## src/logic/oscr_params.svh

```systemverilog
/*
 * Constants of the oscillator control register bank: offsets, fields,
 * reset values and timing counts.
 * Assumes a 32-bit Avalon-MM slave, one register per aligned word.
 */
`ifndef OSCR_PARAMS_SVH
`define OSCR_PARAMS_SVH

// byte addresses on the register bus
`define OSCR_OFS_CONTROL 4'h0
`define OSCR_OFS_TUNE_A 4'h4
`define OSCR_OFS_TUNE_B 4'h8
`define OSCR_OFS_SEED 4'hC
`define OSCR_OFS_UNLOCK 4'h0
`define OSCR_OFS_STATUS 4'h0

// unlock: a write of this key to the unlock register arms one write
`define OSCR_ADDR_UNLOCK 4'h0
`define OSCR_UNLOCK_KEY 16'h5A5A

// oscillator_control field positions
`define OSCR_ACT_HI 14
`define OSCR_ACT_LO 12
`define OSCR_REQ_HI 10
`define OSCR_REQ_LO 8
`define OSCR_FREEZE_BIT 7
`define OSCR_PLL_LOCK_BIT 5
`define OSCR_DITHER_BIT 4
`define OSCR_FAIL_BIT 3
`define OSCR_TSEQ_BIT 2
`define OSCR_SWITCH_BIT 0

// other reset values
`define OSCR_TUNE_RESET 16'h0000
`define OSCR_SEED_RESET 15'h0000

// tune sequencer step time and its cycle count at 10 MHz
`define OSCR_STEP_TIME_NS 1000
`define OSCR_CLK_PERIOD_NS 100
`define OSCR_STEP_CYCLES (`OSCR_STEP_TIME_NS / `OSCR_CLK_PERIOD_NS)

`endif

```

## src/logic/oscr_pkg.sv

```systemverilog
/*
 * Types of the oscillator control register bank.
 * Assumes oscr_params.svh is compiled alongside.
 */
package oscr_pkg;

    // clock source codes; 100..111 reserved
    typedef enum logic [2:0] {
        OSCR_SRC_RC = 3'b000,
        OSCR_SRC_RC_PLL = 3'b001,
        OSCR_SRC_PRI = 3'b010,
        OSCR_SRC_PRI_PLL = 3'b011
    } oscr_src_e;

    // avalon-mm request group
    typedef struct packed {
        logic [3:0] address;
        logic read;
        logic write;
        logic [31:0] writedata;
    } oscr_bus_req_s;

    // avalon-mm answer group
    typedef struct packed {
        logic [31:0] readdata;
        logic waitrequest;
    } oscr_bus_rsp_s;

    // complete state of the register bank
    typedef struct packed {
        logic [2:0] active_source;
        logic [2:0] requested_source;
        logic config_freeze;
        logic dither_enable;
        logic clock_fail_flag;
        logic tune_sequencer_enable;
        logic switch_request;
        logic unlocked;
        logic [15:0] tune_a;
        logic [15:0] tune_b;
        logic [14:0] dither_seed;
        logic [2:0] seq_index;
        logic [7:0] step_cnt;
        logic ack;
        logic [31:0] readdata;
        logic [3:0] rc_trim;
        logic init_done;
    } oscr_state_s;

endpackage

```

## src/logic/oscr_regs.sv

```systemverilog
/*
 * Oscillator control register bank: current and requested clock source,
 * switch request, configuration freeze, PLL lock and clock fail status,
 * dither enable, tune sequencer over eight RC trim values, dither seed.
 * Assumes a synchronous power-on reset on rst_i, configuration values
 * that are stable after power-on, and status inputs from the clock
 * switcher, PLL and fail-safe monitor that come from other clock domains
 * and are synchronised here.
 */
`timescale 1ns/1ps
`include "oscr_params.svh"

// Overview of operation
// - active source is read-only three-bit code
// - active source loads initial configuration at power-on
// - clock failure forces active source to fast RC
// - completed switch copies requested into active source
// - requested source writable, resets to initial configuration
// - software sets switch request, hardware clears it
// - freeze plus config bit blocks clock settings
// - freeze cannot be cleared except by reset
// - PLL lock status bit follows hardware
// - dither enable bit drives dithering, resets zero
// - fail flag set by monitor, software clears only
// - sequencer steps all eight trims when enabled
// - trim codes are signed, 0111 maximum frequency
// - first tune register layout, reset zero
// - second tune register layout, reset zero
// - fifteen-bit seed, bit fifteen reads zero
// - registers reset only by power-on reset
// - control writes need prior unlock each time
// - decode switching and monitor configuration
module oscr_regs
    import oscr_pkg::*;
(
    input wire logic mclk_i,
    input wire logic rst_i,
    input wire logic [3:0] avs_address_i,
    input wire logic avs_read_i,
    input wire logic avs_write_i,
    input wire logic [31:0] avs_writedata_i,
    output logic [31:0] avs_readdata_o,
    output logic avs_waitrequest_o,
    input wire logic [2:0] initial_source_config_i,
    input wire logic [1:0] switch_monitor_config_i,
    input wire logic switch_done_i,
    input wire logic clock_fail_i,
    input wire logic pll_locked_i,
    output logic [2:0] requested_source_o,
    output logic switch_start_o,
    output logic switching_enabled_o,
    output logic failsafe_monitor_enable_o,
    output logic settings_frozen_o,
    output logic dither_enable_o,
    output logic [14:0] dither_seed_o,
    output logic signed [3:0] rc_trim_o
);

    localparam logic [7:0] STEP_LAST = 8'(`OSCR_STEP_CYCLES - 1);

    oscr_state_s st_r;
    oscr_state_s st_nxt;
    oscr_bus_req_s req;

    // two-flop synchronisers for the asynchronous status inputs
    logic [2:0] meta_r;
    logic [2:0] sync_r;
    logic sw_done_q;
    logic fail_q;
    logic pll_q;
    logic fail_seen_r;
    logic fail_rise;
    logic done_seen_r;
    logic done_rise;

    always_ff @(posedge mclk_i) begin
        if (rst_i) begin
            meta_r <= 3'h0;
            sync_r <= 3'h0;
            fail_seen_r <= 1'b0;
            done_seen_r <= 1'b0;
        end else begin
            meta_r <= {pll_locked_i, clock_fail_i, switch_done_i};
            sync_r <= meta_r;
            fail_seen_r <= sync_r[1];
            done_seen_r <= sync_r[0];
        end
    end

    assign sw_done_q = sync_r[0];
    assign fail_q = sync_r[1];
    assign pll_q = sync_r[2];
    assign fail_rise = fail_q & ~fail_seen_r;
    assign done_rise = sw_done_q & ~done_seen_r;

    // request bundle
    assign req.address = avs_address_i;
    assign req.read = avs_read_i;
    assign req.write = avs_write_i;
    assign req.writedata = avs_writedata_i;

    // configuration decode
    logic sw_enabled;
    logic failsafe_monitor_enabled;
    logic frozen;
    logic src_reserved;
    logic wr_ctl;
    logic [15:0] wd;
    logic [15:0] ctl_view;
    logic [3:0] trims [0:7];

    assign sw_enabled = ~switch_monitor_config_i[1];
    assign failsafe_monitor_enabled = (switch_monitor_config_i == 2'h0);
    // freeze only bites with the upper config bit set
    assign frozen = st_r.config_freeze & switch_monitor_config_i[1];
    assign src_reserved = st_r.requested_source[2];
    assign wd = req.writedata[15:0];

    // a control write needs a fresh unlock; one write per unlock, reads keep it
    assign wr_ctl = req.write & ~st_r.ack & st_r.init_done
        & (req.address == `OSCR_OFS_CONTROL) & st_r.unlocked;

    // control word as software sees it, unimplemented bits zero
    always_comb begin
        ctl_view = 16'h0000;
        ctl_view[`OSCR_ACT_HI:`OSCR_ACT_LO] = st_r.active_source;
        ctl_view[`OSCR_REQ_HI:`OSCR_REQ_LO] = st_r.requested_source;
        ctl_view[`OSCR_FREEZE_BIT] = st_r.config_freeze;
        ctl_view[`OSCR_PLL_LOCK_BIT] = pll_q;
        ctl_view[`OSCR_DITHER_BIT] = st_r.dither_enable;
        ctl_view[`OSCR_FAIL_BIT] = st_r.clock_fail_flag;
        ctl_view[`OSCR_TSEQ_BIT] = st_r.tune_sequencer_enable;
        ctl_view[`OSCR_SWITCH_BIT] = st_r.switch_request;
    end

    // trim table: base then sequence values 1..7
    always_comb begin
        trims[0] = st_r.tune_a[3:0];
        trims[1] = st_r.tune_a[7:4];
        trims[2] = st_r.tune_a[11:8];
        trims[3] = st_r.tune_a[15:12];
        trims[4] = st_r.tune_b[3:0];
        trims[5] = st_r.tune_b[7:4];
        trims[6] = st_r.tune_b[11:8];
        trims[7] = st_r.tune_b[15:12];
    end

    // next-state logic for the whole bank
    always_comb begin
        st_nxt = st_r;
        st_nxt.ack = 1'b0;

        // capture straps one cycle after power-on reset release
        if (!st_r.init_done) begin
            st_nxt.init_done = 1'b1;
            st_nxt.active_source = initial_source_config_i;
            st_nxt.requested_source = initial_source_config_i;
        end

        // bus write side; ack answers one cycle after the request
        if ((req.read | req.write) & st_r.init_done & ~st_r.ack) begin
            st_nxt.ack = 1'b1;
        end
        if (req.write & st_r.init_done & ~st_r.ack) begin
            // any bus write consumes the unlock, key write rearms it
            st_nxt.unlocked = (req.address == `OSCR_ADDR_UNLOCK)
                & (req.writedata[31:16] == `OSCR_UNLOCK_KEY);
            unique case (req.address)
                `OSCR_OFS_CONTROL: begin
                    if (wr_ctl) begin
                        if (!frozen) begin
                            st_nxt.requested_source =
                                wd[`OSCR_REQ_HI:`OSCR_REQ_LO];
                            st_nxt.tune_sequencer_enable =
                                wd[`OSCR_TSEQ_BIT];
                            st_nxt.switch_request = st_r.switch_request
                                | wd[`OSCR_SWITCH_BIT];
                        end
                        st_nxt.dither_enable = wd[`OSCR_DITHER_BIT];
                        // set only; a 0 never clears the freeze
                        st_nxt.config_freeze = st_r.config_freeze
                            | wd[`OSCR_FREEZE_BIT];
                        // software may clear only
                        if (!wd[`OSCR_FAIL_BIT]) begin
                            st_nxt.clock_fail_flag = 1'b0;
                        end
                    end
                end
                `OSCR_OFS_TUNE_A: begin
                    if (!frozen) begin
                        st_nxt.tune_a = wd;
                    end
                end
                `OSCR_OFS_TUNE_B: begin
                    if (!frozen) begin
                        st_nxt.tune_b = wd;
                    end
                end
                `OSCR_OFS_SEED: begin
                    st_nxt.dither_seed = wd[14:0];
                end
                default: begin
                end
            endcase
        end

        // switch request handling
        if (st_r.switch_request) begin
            if (src_reserved || !sw_enabled) begin
                st_nxt.switch_request = 1'b0;
            end else if (done_rise) begin
                st_nxt.active_source = st_r.requested_source;
                // a fresh software set in the same cycle beats the clear
                st_nxt.switch_request = wr_ctl & ~frozen
                    & wd[`OSCR_SWITCH_BIT];
            end
        end

        // fail event wins over both a switch and a software clear
        if (fail_rise && failsafe_monitor_enabled) begin
            st_nxt.clock_fail_flag = 1'b1;
            st_nxt.active_source = OSCR_SRC_RC;
            st_nxt.switch_request = 1'b0;
        end

        // tune sequencer: step through eight trims, else hold base
        if (st_r.tune_sequencer_enable) begin
            if (st_r.step_cnt == STEP_LAST) begin
                st_nxt.step_cnt = 8'h00;
                st_nxt.seq_index = st_r.seq_index + 3'h1;
            end else begin
                st_nxt.step_cnt = st_r.step_cnt + 8'h01;
            end
        end else begin
            st_nxt.step_cnt = 8'h00;
            st_nxt.seq_index = 3'h0;
        end
        st_nxt.rc_trim = trims[st_nxt.seq_index];

        // registered read data, zero for unmapped addresses
        st_nxt.readdata = 32'h0000_0000;
        if (req.read & st_r.init_done & ~st_r.ack) begin
            unique case (req.address)
                `OSCR_OFS_CONTROL: st_nxt.readdata = {16'h0000, ctl_view};
                `OSCR_OFS_TUNE_A: st_nxt.readdata = {16'h0000, st_r.tune_a};
                `OSCR_OFS_TUNE_B: st_nxt.readdata = {16'h0000, st_r.tune_b};
                `OSCR_OFS_SEED: begin
                    st_nxt.readdata = {17'h00000, st_r.dither_seed};
                end
                default: st_nxt.readdata = 32'h0000_0000;
            endcase
        end
    end

    // only the power-on reset returns the bank to its reset values
    always_ff @(posedge mclk_i) begin
        if (rst_i) begin
            st_r <= '0;
        end else begin
            st_r <= st_nxt;
        end
    end

    // outputs
    assign avs_waitrequest_o = (avs_read_i | avs_write_i) & ~st_r.ack;
    assign avs_readdata_o = st_r.readdata;
    assign requested_source_o = st_r.requested_source;
    // valid switch pending; the switcher answers with switch_done_i
    assign switch_start_o = st_r.switch_request & ~src_reserved
        & sw_enabled;
    assign switching_enabled_o = sw_enabled;
    assign failsafe_monitor_enable_o = failsafe_monitor_enabled;
    assign settings_frozen_o = frozen;
    assign dither_enable_o = st_r.dither_enable;
    assign dither_seed_o = st_r.dither_seed;
    assign rc_trim_o = st_r.rc_trim;

endmodule

```

## config.mk

```make
export PLATFORM = sky130hd
export DESIGN_NAME = oscr_regs
export DESIGN_NICKNAME = d
export VERILOG_FILES = /design/src/logic/oscr_pkg.sv /design/src/logic/oscr_regs.sv
export VERILOG_INCLUDE_DIRS = /design/src /design/src/logic
export SDC_FILE = /design/constraint.sdc
export NUM_CORES = 1
export LEC_CHECK = 0
export BUFFER_PORTS_ARGS = -buffer_cell sky130_fd_sc_hd__buf_2
export CAP_MARGIN = 20
export CORE_UTILIZATION = 50
export DETAILED_ROUTE_END_ITERATION = 10
export PLACE_DENSITY = 0.84
export SLEW_MARGIN = 25
export SYNTH_ARGS = -nofsm -noshare
export SYNTH_HDL_FRONTEND = slang
export SYNTH_SLANG_ARGS = --single-unit
```

## constraint.sdc

```tcl
create_clock -name mclk_i -period 2.5 [get_ports mclk_i]
set_input_delay 0.5 -clock mclk_i [delete_from_list [all_inputs] [get_ports mclk_i]]
set_output_delay 0.5 -clock mclk_i [all_outputs]
set_load 0.02 [all_outputs]
```

==> metrics.cfg <==
[outcome]
outcome=finished, final reports clean

[final_layout]
nNetsFinal=661
fin_cells=723
drive_gt1_frac=0.213
final_util=0.574
fin_area_sq_um=5030
n_antenna_cell=0
area_growth_pct=10.1
nFillCells=803

[clock_network]
clock_sinks=100
post_cts_buffers=0
cts_buffers=9
root_buffer=clkbuf_8
cts_max_level=3
cts.path.max_buffers=2
clk_latency_ps=370
clk_pin_slew_ps=100
cts_tree=yes
holdBufCountCts=0
cts_resized=0

[power]
power_density_nw_per_um2=572
ir_drop_mv=0.304
power.total_mw=2.88
leakage_nw=1.93

[grt]
grtUsageMet2=0.396
overflow=0
antenna_found_initial=0
grt.total_usage=0.251
grtUsageMet3=0.0540
grt_pass1_wl_um=19300
busiest_layer=met2
grt_max_degree=53
grt_pass1_vias=3956
use_met1=0.330

[critical_path]
critPathKind=reg -> reg
cp-start-kind=register
cp_max_fo=8
cp.required_ps=2760
cp_data_arrival_time_ps=2580
end_kind=register

[sta]
rsz0062_at_grt=no
timing.final.crit_share=0.927
tns_ps=0
setup_slack_ps=184
timing.hold.ws_ps=334
report.final.slew_viol_count=0
relSlewSlack=0.528
tightest_slew_ps=706
setup_viol=0
final.setup_skew_ps=9.21
hold_viol=0
period_needed_ps=2320
fmax_mhz=432

[routing]
wl_per_cell_um=16.4
via_per_inst=5.70
drt_iter0_markers=521
num_vias=4120
first_pass_iters=6
drt.antenna.violating_nets=0
drc=0
routed_wl_um=11900

[logic_synthesis]
synth.distinct_cells=45
synth-seq-area-share=0.438
ys.warnings.count=0
yosys.area.top_type=dfxtp_1
async_flop_share=0
synth_top_cell_area_share=0.438
syn_avg_cell_area_sq_um=8.16
syn-cell-area_sq_um=4570
ys.flop_type=dfxtp_1
ys_ff_latch=100
yosysMostFrequentCell=nand2_1
synth_area_leaders=dfxtp_1 (44%), nand2_1 (9.0%), a21oi_1 (8.9%)
synthTopCellsByCount=nand2_1 (109), dfxtp_1 (100), a21oi_1 (81)
synth_edf_count=0
synthCells=560

[placed_design]
pre_cts_slack_ps=157
dpl.cell_count=707
gp_congestion=1.11
dp_hpwl_um=8690
placed_cell_area_sq_um=4800
io_buffers=91

[floorplan]
io_pins=108
core_area_sq_um=8760
die_area_sq_um=9520
start_util=0.521
die_h_um=97.6
die_w_um=97.6
rows=34

[worst_hold_path]
hp-class=in -> reg

[run]
max_cap_violations=0

[cell families after synthesis]
family,synth area share
other,0.000821
XOR/XNOR,0.0115
AO/OA/AOI/OAI,0.194
AND/OR/NAND/NOR,0.223
adder cells (fa/ha/maj),0.00822
buffers and inverters,0.124
flip-flops,0.438
[registers in the layout (all words and copies together), names as in the netlist, 3 cells and up]
register / count
st_r: 46
avs_readdata_o: 16
dither_seed_o: 15
ctl_view: 7
rc_trim_o: 4
meta_r: 3
requested_source_o: 3
sync_r: 3
[cell usage in the layout (no fill, tap or decap), types with 4 or more instances in the layout]
master | netlist | routed
a22oi_1 | 28 | 28
buf_4 | 54 | 14
xor2_1 | 5 | 5
and3_1 | 6 | 6
inv_1 | 11 | 11
nor4bb_1 | 4 | 4
nor2_1 | 23 | 23
buf_2 | 2 | 91
a31oi_1 | 6 | 5
conb_1 | 1 | 16
nand2_1 | 109 | 109
a21oi_1 | 81 | 81
nor3_1 | 5 | 5
o21ai_0 | 16 | 16
dfxtp_1 | 100 | 100
o211ai_1 | 4 | 4
nor3b_1 | 4 | 4
a32o_1 | 4 | 4
a211oi_1 | 5 | 5
clkbuf_8 | 0 | 11
nor2b_1 | 13 | 13
nand3_1 | 25 | 25
[power by group]
group	total, mW	internal [mW]	switching (mW)
registers	1.63	1.61	0.0154
clock network	1.08	0.519	0.558
logic	0.176	0.0599	0.116
[worst max-delay path: stages, from the launching register on]
cell and delay, ps:
dfxtp_1 440, ha_1 210, or4b_4 530, or3_1 510, nand3_1 150, o211ai_1 100
a32o_1 270
[layer usage]
layer  vias to the layer above  share of wire
li1                       1967              -
met1                      1910           0.41
met2                       213           0.48
met3                        30          0.090
met4                         0          0.024
met5                         -              0
[area by class of cell]
type / count / area [sq um] / share of cell area
multi-input cells: 383 / 2080 / 0.413
flip-flops and latches: 100 / 2000 / 0.398
repair buffers: 105 / 561 / 0.111
clock buffers: 11 / 151 / 0.0301
well taps: 108 / 135 / 0.0269
clock inverters: 5 / 60.1 / 0.0119
inverters: 11 / 41.3 / 0.00821
[worst paths after layout]
kind	from	end	slack [ps]	cells after the start
worst max-delay path	st_r[38]	rc_trim_o[1]	180	6
worst min-delay path	pll_locked_i	meta_r[2]	330	2
worst max register to register	st_r[38]	rc_trim_o[1]	180	6
worst min register to register	meta_r[2]	sync_r[2]	450	1
Note: power is estimated with default switching activity, not from simulation.
